<file path="src/hdl/eum_pkg.sv">
// Shared constants and types for the endpoint user-port block
package eum_pkg;
    // Widths
    localparam int AW = 24;
    localparam int DW = 32;
    localparam int RDW = 64;
    localparam int ALN_BITS = 2;
    // Packet format types, position of type fields in the first beat
    localparam logic [3:0] FT_NREAD = 4'h2;
    localparam logic [3:0] FT_NWRITE = 4'h5;
    localparam logic [3:0] FT_SWRITE = 4'h6;
    localparam logic [3:0] FT_DBELL = 4'ha;
    localparam logic [3:0] FT_MSG = 4'hb;
    localparam logic [3:0] FT_RESP = 4'hd;
    localparam logic [3:0] TT_MSG_RSP = 4'h1;
    localparam int FT_LSB = 48;
    localparam int TT_LSB = 44;
    // Request information word, bit 31 is the leftmost bit
    localparam int INF_DEST_LSB = 16;
    localparam int INF_TID_LSB = 8;
    localparam int INF_PRIO_LSB = 6;
    localparam int INF_CRF_BIT = 5;
    // Configuration fabric regions, selected by the upper address byte
    localparam int RG_LSB = 16;
    localparam logic [7:0] RG_LOG = 8'h00;
    localparam logic [7:0] RG_BUF = 8'h01;
    localparam logic [7:0] RG_PHY = 8'h02;
    localparam logic [DW-1:0] RD_ZERO = 32'h0000_0000;
    // Receive channels
    localparam int CH_N = 6;
    typedef enum logic [2:0] {
        CH_IO_RX, CH_TREQ, CH_IRESP, CH_MSG_TREQ, CH_MSG_IRESP, CH_USER
    } eum_chan_t;
    // Fabric slaves and states
    localparam int SLV_N = 3;
    typedef enum logic [1:0] {SLV_LOG, SLV_BUF, SLV_PHY, SLV_NONE} eum_slv_t;
    typedef enum logic {FS_IDLE, FS_ACC} eum_fab_t;
endpackage

</file>
<file path="src/hdl/eum_top.sv">
// Endpoint user ports: maintenance requests and receive steering
// Behaviour
// [RL1] IO port condensed or initiator/target style
// [RL2] Each channel selects uniform-header or stream format
// [RL3] Uniform format: header is its own transfer
// [RL4] Stream format: packet passes complete, unaltered
// [RL5] Messages use message port or IO port
// [RL6] Custom port carries stream format only
// [RL7] Unsupported received types go to custom port
// [RL8] Maintenance port: register slave or remote-only stream
// [RL9] Maintenance accesses are four bytes only
// [RL10] Remote header fields come from info register
// [RL11] Transaction ID increments per remote request
// [RL12] User rewrites info only when fields change
// [RL13] All configuration accesses pass through fabric
// [RL14] Fabric is master, layer blocks are slaves
// [RL15] Register bits numbered little-endian, leftmost is 31
// [RL16] Event request pulse sends one symbol
// [RL17] Link reset held until port drops
// [RL18] Bad addresses: writes dropped, reads zero
// [RL19] Beats move only when valid and ready
`timescale 1ns/1ns
module eum_top (
    // Clock and reset
    input wire logic clk,
    input wire logic rst,
    // Port configuration
    input wire logic io_it,
    input wire logic msg_on_io,
    input wire logic maint_lite,
    input wire logic [eum_pkg::CH_N-1:0] fmt_hello,
    // Maintenance request
    input wire logic mreq_valid,
    output logic mreq_ready,
    input wire logic mreq_write,
    input wire logic mreq_remote,
    input wire logic [eum_pkg::AW-1:0] mreq_addr,
    input wire logic [eum_pkg::DW-1:0] mreq_wdata,
    // Maintenance response
    output logic mrsp_valid,
    output logic mrsp_err,
    output logic [eum_pkg::DW-1:0] mrsp_rdata,
    // Request information register
    input wire logic info_wr,
    input wire logic [eum_pkg::DW-1:0] info_wdata,
    // Outgoing remote maintenance header
    output logic hdr_valid,
    input wire logic hdr_ready,
    output logic hdr_write,
    output logic [15:0] hdr_destid,
    output logic [7:0] hdr_tid,
    output logic [1:0] hdr_prio,
    output logic hdr_crf,
    output logic [eum_pkg::AW-1:0] hdr_addr,
    output logic [eum_pkg::DW-1:0] hdr_wdata,
    // Maintenance originated by the link partner
    input wire logic lnk_valid,
    output logic lnk_ready,
    input wire logic lnk_write,
    input wire logic [eum_pkg::AW-1:0] lnk_addr,
    input wire logic [eum_pkg::DW-1:0] lnk_wdata,
    output logic lnk_rsp_valid,
    output logic [eum_pkg::DW-1:0] lnk_rsp_rdata,
    // Configuration slaves
    output logic [eum_pkg::SLV_N-1:0] cs_valid,
    output logic cs_write,
    output logic [eum_pkg::AW-1:0] cs_addr,
    output logic [eum_pkg::DW-1:0] cs_wdata,
    input wire logic [eum_pkg::SLV_N-1:0] cs_ready,
    input wire logic [eum_pkg::SLV_N*eum_pkg::DW-1:0] cs_rdata,
    // Received packet stream
    input wire logic rx_valid,
    output logic rx_ready,
    input wire logic [eum_pkg::RDW-1:0] rx_data,
    input wire logic rx_last,
    // Steered receive channels
    output logic out_valid,
    output eum_pkg::eum_chan_t out_chan,
    output logic [eum_pkg::RDW-1:0] out_data,
    output logic out_last,
    output logic out_hdr,
    input wire logic [eum_pkg::CH_N-1:0] out_ready,
    // Link control symbols
    input wire logic mce_req,
    output logic mce_send,
    input wire logic lrst_req,
    output logic lrst_send
);
    import eum_pkg::*;

    // Receive channel for a first beat
    function automatic eum_chan_t chan_of(input logic [3:0] ft,
            input logic [3:0] tt, input logic it, input logic mio);
        eum_chan_t io_req;
        io_req = it ? CH_TREQ : CH_IO_RX; // RL1
        unique case (ft)
            FT_NREAD, FT_NWRITE, FT_SWRITE, FT_DBELL: chan_of = io_req;
            FT_MSG: chan_of = mio ? io_req : CH_MSG_TREQ; // RL5
            FT_RESP: chan_of = (tt == TT_MSG_RSP && !mio) ? CH_MSG_IRESP
                             : (it ? CH_IRESP : CH_IO_RX);
            default: chan_of = CH_USER;
        endcase
    endfunction

    logic [15:0] inf_dest;
    logic [1:0] inf_prio;
    logic inf_crf;
    logic [7:0] tid_cnt;
    logic pref_lnk;
    logic own_lnk;
    logic loc_busy;
    logic sop;
    logic out_sop;
    logic fab_ready;
    logic fab_rsp;
    logic [DW-1:0] fab_rdata;

    // Request classification and arbitration into the fabric
    wire mis = |mreq_addr[ALN_BITS-1:0];
    wire bad = mis || (!maint_lite && !mreq_remote);
    wire hdr_free = !hdr_valid || hdr_ready;
    wire loc_want = mreq_valid && !bad && !mreq_remote;
    wire pick_lnk = lnk_valid && (pref_lnk || !loc_want);
    wire fab_valid = loc_want || lnk_valid;
    wire fab_take = fab_valid && fab_ready;
    wire loc_go = fab_ready && loc_want && !pick_lnk;
    assign lnk_ready = fab_ready && pick_lnk; // RL13
    assign mreq_ready = bad ? !loc_busy
                      : (mreq_remote ? hdr_free : loc_go); // RL9
    wire mtake = mreq_valid && mreq_ready;
    wire rtake = mtake && !bad && mreq_remote;
    wire btake = mtake && bad;
    wire fab_write = pick_lnk ? lnk_write : mreq_write;
    wire [AW-1:0] fab_addr = pick_lnk ? lnk_addr : mreq_addr;
    wire [DW-1:0] fab_wdata = pick_lnk ? lnk_wdata : mreq_wdata;

    // Configuration fabric, shared by local and link requests
    eum_cfg_fabric u_fab (
        .clk(clk),
        .rst(rst),
        .req_valid(fab_valid),
        .req_ready(fab_ready),
        .req_write(fab_write),
        .req_addr(fab_addr),
        .req_wdata(fab_wdata),
        .rsp_valid(fab_rsp),
        .rsp_rdata(fab_rdata),
        .s_valid(cs_valid),
        .s_write(cs_write),
        .s_addr(cs_addr),
        .s_wdata(cs_wdata),
        .s_ready(cs_ready),
        .s_rdata(cs_rdata)
    );

    // Fairness toggle and ownership of the outstanding access
    always_ff @(posedge clk or posedge rst) begin
        if (rst) begin
            pref_lnk <= 1'b0;
            own_lnk <= 1'b0;
            loc_busy <= 1'b0;
        end else begin
            if (fab_take) begin
                pref_lnk <= !pick_lnk;
                own_lnk <= pick_lnk;
            end
            if (loc_go && mreq_valid)
                loc_busy <= 1'b1;
            else if (fab_rsp && !own_lnk)
                loc_busy <= 1'b0;
        end
    end

    // Responses back to their originators
    always_ff @(posedge clk or posedge rst) begin
        if (rst) begin
            mrsp_valid <= 1'b0;
            mrsp_err <= 1'b0;
            mrsp_rdata <= RD_ZERO;
            lnk_rsp_valid <= 1'b0;
            lnk_rsp_rdata <= RD_ZERO;
        end else begin
            mrsp_valid <= btake || (fab_rsp && !own_lnk);
            mrsp_err <= btake; // RL8
            mrsp_rdata <= btake ? RD_ZERO : fab_rdata;
            lnk_rsp_valid <= fab_rsp && own_lnk;
            lnk_rsp_rdata <= fab_rdata;
        end
    end

    // Request information register, little-endian field layout
    always_ff @(posedge clk or posedge rst) begin
        if (rst) begin
            inf_dest <= 16'h0000;
            inf_prio <= 2'h0;
            inf_crf <= 1'b0;
            tid_cnt <= 8'h00;
        end else if (info_wr) begin
            inf_dest <= info_wdata[INF_DEST_LSB +: 16]; // RL15
            inf_prio <= info_wdata[INF_PRIO_LSB +: 2];
            inf_crf <= info_wdata[INF_CRF_BIT];
            tid_cnt <= info_wdata[INF_TID_LSB +: 8];
        end else if (rtake) begin
            tid_cnt <= tid_cnt + 8'h01; // RL11
        end
    end

    // Outgoing header slot for remote configuration requests
    always_ff @(posedge clk or posedge rst) begin
        if (rst) begin
            hdr_valid <= 1'b0;
            hdr_write <= 1'b0;
            hdr_destid <= 16'h0000;
            hdr_tid <= 8'h00;
            hdr_prio <= 2'h0;
            hdr_crf <= 1'b0;
            hdr_addr <= '0;
            hdr_wdata <= RD_ZERO;
        end else if (rtake) begin
            hdr_valid <= 1'b1;
            hdr_write <= mreq_write;
            hdr_destid <= inf_dest; // RL10
            hdr_tid <= tid_cnt;
            hdr_prio <= inf_prio;
            hdr_crf <= inf_crf;
            hdr_addr <= mreq_addr;
            hdr_wdata <= mreq_wdata;
        end else if (hdr_ready) begin
            hdr_valid <= 1'b0; // RL19
        end
    end

    // Receive steering: channel chosen on the first beat of a packet
    wire eum_chan_t dst = sop ? chan_of(rx_data[FT_LSB +: 4],
        rx_data[TT_LSB +: 4], io_it, msg_on_io) : out_chan; // RL7
    wire hello = fmt_hello[dst] && dst != CH_USER; // RL6
    wire sel_rdy = out_ready[out_chan];
    assign rx_ready = !out_valid || sel_rdy; // RL19
    wire rx_take = rx_valid && rx_ready;

    // Output register stage; header beat closes its own transfer
    always_ff @(posedge clk or posedge rst) begin
        if (rst) begin
            sop <= 1'b1;
            out_sop <= 1'b0;
            out_valid <= 1'b0;
            out_chan <= CH_IO_RX;
            out_data <= '0;
            out_last <= 1'b0;
            out_hdr <= 1'b0;
        end else if (rx_take) begin
            sop <= rx_last;
            out_sop <= sop;
            out_valid <= 1'b1;
            out_chan <= dst;
            out_data <= rx_data; // RL4
            out_hdr <= sop && hello; // RL2
            out_last <= rx_last || (sop && hello); // RL3
        end else if (sel_rdy) begin
            out_valid <= 1'b0;
        end
    end

    // Link control symbol requests
    always_ff @(posedge clk or posedge rst) begin
        if (rst) begin
            mce_send <= 1'b0;
            lrst_send <= 1'b0;
        end else begin
            mce_send <= mce_req; // RL16
            lrst_send <= lrst_req; // RL17
        end
    end

    // Remote header carries the counted ID and info fields
    a_hdr_from_info: assert property (@(posedge clk) disable iff (rst) // RL10
        rtake && !info_wr |=> hdr_valid
            && hdr_destid == $past(inf_dest) && hdr_prio == $past(inf_prio))
        else $error("header fields not from info register");
    a_tid_step: assert property (@(posedge clk) disable iff (rst) // RL11
        rtake && !info_wr |=> tid_cnt == $past(tid_cnt) + 8'h01
            && hdr_tid == $past(tid_cnt))
        else $error("transaction ID did not advance");
    a_misalign_err: assert property (@(posedge clk) disable iff (rst) // RL9
        mtake && mis |=> mrsp_valid && mrsp_err)
        else $error("misaligned access not refused");
    a_lnk_fabric: assert property (@(posedge clk) disable iff (rst) // RL13
        lnk_valid && lnk_ready |=> own_lnk)
        else $error("link access bypassed fabric");
    a_user_steer: assert property (@(posedge clk) disable iff (rst) // RL7
        rx_take && sop && rx_data[FT_LSB +: 4] == 4'h8 |=> out_chan == CH_USER)
        else $error("unsupported type not on custom port");
    a_out_hold: assert property (@(posedge clk) disable iff (rst) // RL19
        out_valid && !sel_rdy |=> out_valid && $stable(out_data)
            && $stable(out_chan))
        else $error("beat lost under back-pressure");
    a_condensed: assert property (@(posedge clk) disable iff (rst) // RL1
        out_valid && out_sop && !io_it |-> out_chan != CH_TREQ
            && out_chan != CH_IRESP)
        else $error("initiator/target channel used in condensed style");
    a_hello_split: assert property (@(posedge clk) disable iff (rst) // RL3
        out_valid && out_hdr |-> out_last && out_chan != CH_USER)
        else $error("header not a separate transfer");
endmodule

</file>
<file path="src/hdl/eum_cfg_fabric.sv">
// Configuration fabric: routes maintenance accesses to layer slaves
`timescale 1ns/1ns
module eum_cfg_fabric (
    // Clock and reset
    input wire logic clk,
    input wire logic rst,
    // Request from the configuration master port
    input wire logic req_valid,
    output logic req_ready,
    input wire logic req_write,
    input wire logic [eum_pkg::AW-1:0] req_addr,
    input wire logic [eum_pkg::DW-1:0] req_wdata,
    // Response
    output logic rsp_valid,
    output logic [eum_pkg::DW-1:0] rsp_rdata,
    // Layer slaves
    output logic [eum_pkg::SLV_N-1:0] s_valid,
    output logic s_write,
    output logic [eum_pkg::AW-1:0] s_addr,
    output logic [eum_pkg::DW-1:0] s_wdata,
    input wire logic [eum_pkg::SLV_N-1:0] s_ready,
    input wire logic [eum_pkg::SLV_N*eum_pkg::DW-1:0] s_rdata
);
    import eum_pkg::*;

    eum_fab_t st;
    eum_slv_t tgt;

    // Region decode of a configuration address
    function automatic eum_slv_t slv_of(input logic [AW-1:0] a);
        unique case (a[RG_LSB +: 8])
            RG_LOG: slv_of = SLV_LOG;
            RG_BUF: slv_of = SLV_BUF;
            RG_PHY: slv_of = SLV_PHY;
            default: slv_of = SLV_NONE;
        endcase
    endfunction

    // Decode and handshake
    wire eum_slv_t dec = slv_of(req_addr);
    wire take = req_valid && req_ready;
    wire done = (st == FS_ACC) && s_ready[tgt[1:0]];
    assign req_ready = (st == FS_IDLE);

    // One access at a time; out-of-range accesses answer zero at once
    always_ff @(posedge clk or posedge rst) begin
        if (rst) begin
            st <= FS_IDLE;
            tgt <= SLV_NONE;
            s_valid <= '0;
            s_write <= 1'b0;
            s_addr <= '0;
            s_wdata <= '0;
            rsp_valid <= 1'b0;
            rsp_rdata <= RD_ZERO;
        end else begin
            rsp_valid <= 1'b0;
            unique case (st)
                FS_IDLE: if (take) begin
                    if (dec == SLV_NONE) begin
                        rsp_valid <= 1'b1; // RL18
                        rsp_rdata <= RD_ZERO; // RL18
                    end else begin
                        st <= FS_ACC;
                        tgt <= dec;
                        s_valid <= SLV_N'(1) << dec; // RL14
                        s_write <= req_write;
                        s_addr <= req_addr;
                        s_wdata <= req_wdata;
                    end
                end
                FS_ACC: if (done) begin
                    st <= FS_IDLE;
                    s_valid <= '0;
                    rsp_valid <= 1'b1;
                    rsp_rdata <= s_write ? RD_ZERO
                                         : s_rdata[tgt*DW +: DW];
                end
            endcase
        end
    end

    // Invalid address: no slave strobe, zero answer next cycle
    a_bad_addr_zero: assert property (@(posedge clk) disable iff (rst) // RL18
        take && dec == SLV_NONE |=> rsp_valid && rsp_rdata == RD_ZERO
            && s_valid == '0)
        else $error("invalid address not answered with zero");
    // Exactly one slave is strobed while an access runs
    a_one_slave: assert property (@(posedge clk) disable iff (rst) // RL14
        st == FS_ACC |-> $onehot(s_valid))
        else $error("slave strobe not one-hot");
    // Slave acknowledge yields a response in the next cycle
    a_ack_resp: assert property (@(posedge clk) disable iff (rst) // RL13
        done |=> rsp_valid && st == FS_IDLE)
        else $error("slave acknowledge lost");
endmodule

</file>
<file path="config.mk">
export PLATFORM = sky130hd
export DESIGN_NAME = eum_top
export DESIGN_NICKNAME = d
export VERILOG_FILES = /design/src/hdl/eum_pkg.sv /design/src/hdl/eum_top.sv /design/src/hdl/eum_cfg_fabric.sv
export SDC_FILE = /design/constraint.sdc
export NUM_CORES = 1
export LEC_CHECK = 0
export ABC_CLOCK_PERIOD_IN_PS = 18620
export BUFFER_PORTS_ARGS = -buffer_cell sky130_fd_sc_hd__buf_4
export CELL_PAD_IN_SITES_DETAIL_PLACEMENT = 1
export CELL_PAD_IN_SITES_GLOBAL_PLACEMENT = 1
export CORE_AREA = 2 2 241 243
export DETAILED_ROUTE_END_ITERATION = 12
export DIE_AREA = 0 0 243 245
export GPL_ROUTABILITY_DRIVEN = 0
export GPL_TIMING_DRIVEN = 0
export PLACE_DENSITY = 0.62
export SKIP_CTS_REPAIR_TIMING = 1
export SYNTH_ARGS = -nofsm -noshare
export SYNTH_HDL_FRONTEND = slang
export SYNTH_SLANG_ARGS = --single-unit
</file>
<file path="constraint.sdc">
create_clock -name clk -period 18.62 [get_ports clk]
set_input_delay 0.931 -clock clk [delete_from_list [all_inputs] [get_ports clk]]
set_output_delay 0.931 -clock clk [all_outputs]
set_load 0.02 [all_outputs]
</file>
==> flow_summary.ini, run 1 <==
[floorplanning]
placementRows = 88
ioPinCount = 622
die_w_um = 243
core-area_sq_um = 57000
initial_core_util_pct = 24.8
die_h_um = 245
dieArea_sq_um = 59500

[synthesis]
postSynth.asyncResetShare_pct = 100
synth_ff_type = dfrtp_1
synth.distinct_cells = 51
yosysSeqAreaShare_pct = 62.1
postSynthRegisterBits = 351
netlist_area_sq_um = 14200
syn_nets = 1585
ys.warnings.count = 0
avgSynthCellArea_sq_um = 11.3
netlist_instances = 1249
synth_edf_count = 0

[sta]
rsz0062_at_grt = false
fin_worst_skew_ns = 0.0283
finalSetupViolCount = 0
finalHoldViolations = 0
timing.fmax_mhz = 249
min_period_ns = 4.02
relSlewSlack_pct = 40.0
finalMaxSlewViolations = 0
worst_pin_slew_ns = 0.900
whs_ns = 0.389
fin_crit_sh_pct = 21.6
fin_setup_tns_ns = 0

[route]
routedWlPerCell_um = 20.5
dr.first_iter.drc_count = 388
routed_wl_um = 55400
ant_nets = 0
firstDrtPassIters = 4
drc = 0
dr_total_vias = 11900
viasPerCell = 4.40

[clock_tree]
path_clk_slew_ns = 0.06
clockRootBuffer = clkbuf_16
cts_sinks = 351
cts_made_buffers = 42
h-tree-depth = 2
clk_latency_ns = 0.57
cts_max_path_buffers = 3
tritoncts = done

[global_route]
antenna_found_initial = 1
grt_max_degree = 122
first_global_vias = 13200
grt_pass1_wl_um = 83300
track_usage_pct = 18.4
grt-ovfl-total = 0

[power_and_ir_drop]
switchingPower_w = 0.000818
switching_share_pct = 32.7
pwr-share-clk_pct = 31.8
combinationalPowerShare_pct = 28.9
vdd_drop_max_uv = 64.3
power.density_nw_per_um2 = 118
power_w = 0.00250
seq_power_share_pct = 39.3
p_leak_nw = 10.8
intPower_w = 0.00169

[placed_design]
post-dp-hpwl_um = 43700
place_inst = 2630
io_buffers = 614

[critical_path]
rr_startpoint = u_fab.tgt[1]
arrival_ns = 3.09
r2r_cells = 9
rrSetupSlack_ns = 15.50
critPathRequiredTime_ns = 17.69
rr_endpoint = u_fab.rsp_rdata[0]
startpoint_type = input port
critPathMaxFanout = 4
path_class = in2out
cp-end-kind = output pin

[finish]
fin_cells = 2703
drive_gt1_share_pct = 37.6
fin_nets = 2245
diodes = 0
syn_to_final_growth_pct = 49.2
final_common_cell = buf_4
fillers = 6521
final_cell_mix = buf_4 (617), dfrtp_1 (348), nand2_1 (318)

[hold_path]
holdPathStages = 0
hold_path_end = lnk_rsp_rdata[19]
hold_class = reg2reg
worstHoldStart = u_fab.rsp_rdata[19]

[run]
drv_cap = 0

[status]
outcome = complete, no violations
-- power groups by stage --
stage	Clock (W)	Combinational, W	Sequential [W]
floorplan	0	0.000211	0.00114
global placement	0	0.000723	0.000990
detailed placement	0	0.000737	0.000996
CTS	0.000823	0.000738	0.000985
global route	0.000854	0.000778	0.00100
finish	0.000795	0.000724	0.000984
-- layout make-up --
class | count | area (sq um) | area share (%)
inverters | 13 | 56.3 | 0.266
multi-input cells | 815 | 5040 | 23.8
repair buffers | 616 | 4660 | 22.1
well taps | 765 | 957 | 4.53
clock buffers | 63 | 1270 | 6.01
plain buffers | 70 | 287 | 1.36
clock inverters | 10 | 71.3 | 0.337
flip-flops and latches | 351 | 8790 | 41.6
-- worst max-delay path: stages --
cell      delay, ns
buf_4          0.15
or3b_1         0.49
nor3_1         0.56
a21boi_1       0.19
mux2i_1        0.18
nor2_1         0.06
a311oi_1       0.31
buf_4          0.22
-- metal layers --
layer | up-vias | share of wire, % | global-route usage [%]
met3 | 71 | 7.9 | 5.75
met4 | 0 | 2.2 | 4.98
met1 | 5950 | 39 | 21.4
met2 | 423 | 51 | 32.5
li1 | 5461 | - | -
met5 | - | 0 | 0
-- worst max path at each step --
| stage | depth (start not counted) | start | endpoint | slack, ns |
|---|---|---|---|---|
| finish | 8 | mreq_addr[0] | mreq_ready | 14.60 |
| floorplan | 1 | rst | hdr_addr[0] | 7.96 |
| global route | 8 | mreq_addr[0] | mreq_ready | 14.38 |
| CTS | 8 | mreq_addr[0] | mreq_ready | 14.60 |
| detailed placement | 9 | mreq_addr[0] | u_fab.s_wdata[28] | 14.28 |
| global placement | 2 | rst | u_fab.s_addr[5] | 3.62 |
-- state kept, by name, indices dropped and copies added (netlist names), 3 cells and up --
register / cells
mrsp_rdata: 32
hdr_addr: 24
u_fab.s_valid: 3
inf_dest: 16
out_data: 64
hdr_destid: 16
u_fab.s_wdata: 32
tid_cnt: 8
hdr_wdata: 32
u_fab.s_addr: 24
u_fab.rsp_rdata: 32
out_chan: 3
hdr_tid: 8
lnk_rsp_rdata: 32
-- cell families after synthesis --
group                    Yosys count  share of synthesized area (%)
buffers and inverters             83                           2.37
AO/OA/AOI/OAI                    126                           5.10
adder cells (fa/ha/maj)            1                         0.0883
flip-flops                       351                           62.1
XOR/XNOR                           9                          0.557
multiplexers                     207                           15.8
AND/OR/NAND/NOR                  472                           14.1
-- synthesized netlist by cell type, types with 2 or more instances --
cell type,number,area [sq um]
nand3_1,9,45.0
a31oi_1,3,18.8
nor2b_1,4,25.0
mux2_2,23,259
xnor2_1,5,43.8
inv_1,11,41.3
nor4_1,2,12.5
buf_1,6,22.5
or4_1,2,15.0
dfrtp_1,348,8710
and2_1,42,263
nand4_1,3,18.8
a21oi_1,33,165
mux2i_1,86,861
nor3_1,3,15.0
nor4bb_1,2,20.0
inv_2,2,7.51
o21a_1,5,37.5
clkbuf_1,51,191
o21ai_1,56,280
mux2_1,97,1090
o22ai_1,2,12.5
nor3b_1,2,15.0
nor2_1,73,274
o21ai_0,13,65.1
xor2_1,4,35.0
nand2_1,318,1190
and4b_1,2,20.0
buf_4,3,22.5
a2111oi_0,2,17.5
a21boi_1,2,15.0
buf_2,10,50.1
dfstp_2,3,78.8
nand2b_1,4,25.0
nand4b_1,2,17.5
-- per-stage QoR --
step	util [%]	instance area (sq um)	setup slack, ns
2_1_floorplan	-	14200	7.96
3_3_place_gp	34.6	19700	3.62
3_5_place_dp	34.7	19800	14.28
4_1_cts	37.1	21100	14.60
5_1_grt	37.1	21100	14.38
6_report	37.1	21100	14.60
(Power assumes the default switching activity.)
==> run 2: changes to the inputs <==
- ABC_CLOCK_PERIOD_IN_PS: 18620 -> 3750
- CORE_AREA: 2 2 241 243 -> 2 2 240 242
- DIE_AREA: 0 0 243 245 -> 0 0 242 244
- PLACE_DENSITY: 0.62 -> 0.63
- clock period: 18.62 -> 3.75 ns (I/O delays scaled with it)
==> run 2 against run 1 <==
Against the previous run: hold slack lost 0.39 ns; combinational power increased to 5.3 times the previous value; clock power rose to 4.9 times the previous value; largest power group unchanged; the run now ends with hold timing left; count of clock-buffer cells in the layout decreased by 12; worst setup slack got worse by 14 ns; sequential power rose to 5.0 times the previous value; die area shrank 0.82%; total power increased to 5.1 times the previous value.
==> flow_summary.ini, run 2 (synthesis results as in run 1) <==
[placed_design]
post-dp-hpwl_um = 44300
io_buffers = 614
place_ws_ns = 0.125
place_inst = 2630

[global_route]
grt_pass1_wl_um = 84500
antenna_found_initial = 8
track_usage_pct = 18.7
grt-ovfl-total = 0
grt_max_degree = 44
first_global_vias = 13300

[critical_path]
arrival_ns = 3.58
critPathRequiredTime_ns = 4.15
r2r_cells = 6
path_class = in2reg
cp-end-kind = register
rrSetupSlack_ns = 0.60
rr_endpoint = u_fab.s_wdata[22]
startpoint_type = input port
crit_path_start = mreq_addr[19]
setup.worst_path.end = u_fab.s_wdata[24]
rr_startpoint = pref_lnk
critPathMaxFanout = 10

[floorplanning]
initial_core_util_pct = 25.2
die_h_um = 244
ioPinCount = 622
dieArea_sq_um = 59000
die_w_um = 242
core-area_sq_um = 56200
placementRows = 87

[power_and_ir_drop]
switchingPower_w = 0.00418
intPower_w = 0.00850
combinationalPowerShare_pct = 30.5
seq_power_share_pct = 38.7
switching_share_pct = 33.0
pwr-share-clk_pct = 30.8
p_leak_nw = 11.7
vdd_drop_max_uv = 261
power.density_nw_per_um2 = 545
power_w = 0.0127

[clock_tree]
cts_made_buffers = 41
tritoncts = done
clk_latency_ns = 0.55
h-tree-depth = 2
cts_max_path_buffers = 3
clockRootBuffer = clkbuf_16
path_clk_slew_ns = 0.06
cts_sinks = 351

[finish]
fillers = 6263
largest_reg_flops = 64
fin_cells = 2904
final_common_cell = buf_4
fin_nets = 2455
drive_gt1_share_pct = 34.4
final_cell_mix = buf_4 (617), dfrtp_1 (348), nand2_1 (318)
syn_to_final_growth_pct = 64.4
largest_register = out_data

[route]
dr.first_iter.drc_count = 332
firstDrtPassIters = 4
routedWlPerCell_um = 20.7
drc = 0
routed_wl_um = 60200
viasPerCell = 4.41
dr_total_vias = 12800
ant_nets = 0

[status]
violations = hold timing
outcome = complete, but fails checks

[sta]
fin_setup_tns_ns = 0
min_period_ns = 3.18
finalSetupViolCount = 0
finalMaxSlewViolations = 0
worst_pin_slew_ns = 1.01
rsz0062_at_grt = false
whs_ns = -0.00230
relSlewSlack_pct = 33.0
finalHoldViolations = 1
timing.fmax_mhz = 314
fin_worst_skew_ns = 0.0165
setup_ws_ns = 0.570
fin_crit_sh_pct = 84.8

[hold_path]
hold_class = in2reg

[run]
drv_cap = 0
## run 2: changes by cell type in the layout (fill, tap and decap cells not counted), moves of 3 or more
| cell | change |
|---|---|
| buf_12 | +10 |
| dlygate4sd3_1 | +202 |
| clkinv_2 | +3 |
| diode_2 | +6 |
| clkbuf_8 | -5 |
| clkbuf_1 | -6 |
## run 2: final cells by class
cell class	instances	area, sq um	share of cell area, %
Sequential cell	351	8790	37.7
Clock inverter	15	139	0.597
Timing Repair Buffer	827	6860	29.5
Clock buffer	51	1150	4.96
Antenna cell	6	15.0	0.0645
Buffer	70	287	1.23
Tap cell	756	946	4.06
Inverter	13	52.6	0.226
Multi-Input combinational cell	815	5040	21.6
## run 2: metal layers
metal | vias to the layer above | wire (um) | track usage (%)
li1 | 5881 | - | -
met1 | 6401 | 23100 | 21.0
met2 | 428 | 31700 | 34.0
met3 | 100 | 3640 | 6.05
met4 | 4 | 1780 | 4.92
met5 | - | 27 | 0
## run 2: metrics by stage
step                utilization, %  cell area, sq um
floorplan                        -             14200
global placement              35.1             19700
detailed placement            35.5             19900
CTS                           37.8             21200
global route                  41.4             23300
finish                        41.4             23300
## run 2: power by group through the flow
stage / registers (W) / logic (W) / clock network [W]
after detailed placement: 0.00494 / 0.00367 / 0
after floorplan: 0.00564 / 0.00105 / 0
after global placement: 0.00491 / 0.00359 / 0
after global routing: 0.00499 / 0.00412 / 0.00420
after CTS: 0.00489 / 0.00369 / 0.00404
final: 0.00491 / 0.00386 / 0.00391
## run 2: how the worst min path moves through the flow
stage                  startpoint                end  cells past startpoint
finish               mreq_addr[1]    u_fab.s_addr[1]                      3
global route        lnk_wdata[22]  u_fab.s_wdata[22]                      3
CTS                           rst       hdr_wdata[4]                      2
detailed placement            rst       hdr_wdata[2]                      2
global placement         lrst_req          lrst_send                      1
floorplan                lrst_req          lrst_send                      0
## run 2: worst max-delay path, stage by stage
cell           delay [ns]
dlygate4sd3_1        0.55
buf_4                0.14
or4_1                0.66
a2111oi_0            0.44
mux2_2               0.32
nand2_1              0.14
clkbuf_1             0.32
clkbuf_1             0.51
nand2_1              0.21
o21ai_1              0.08
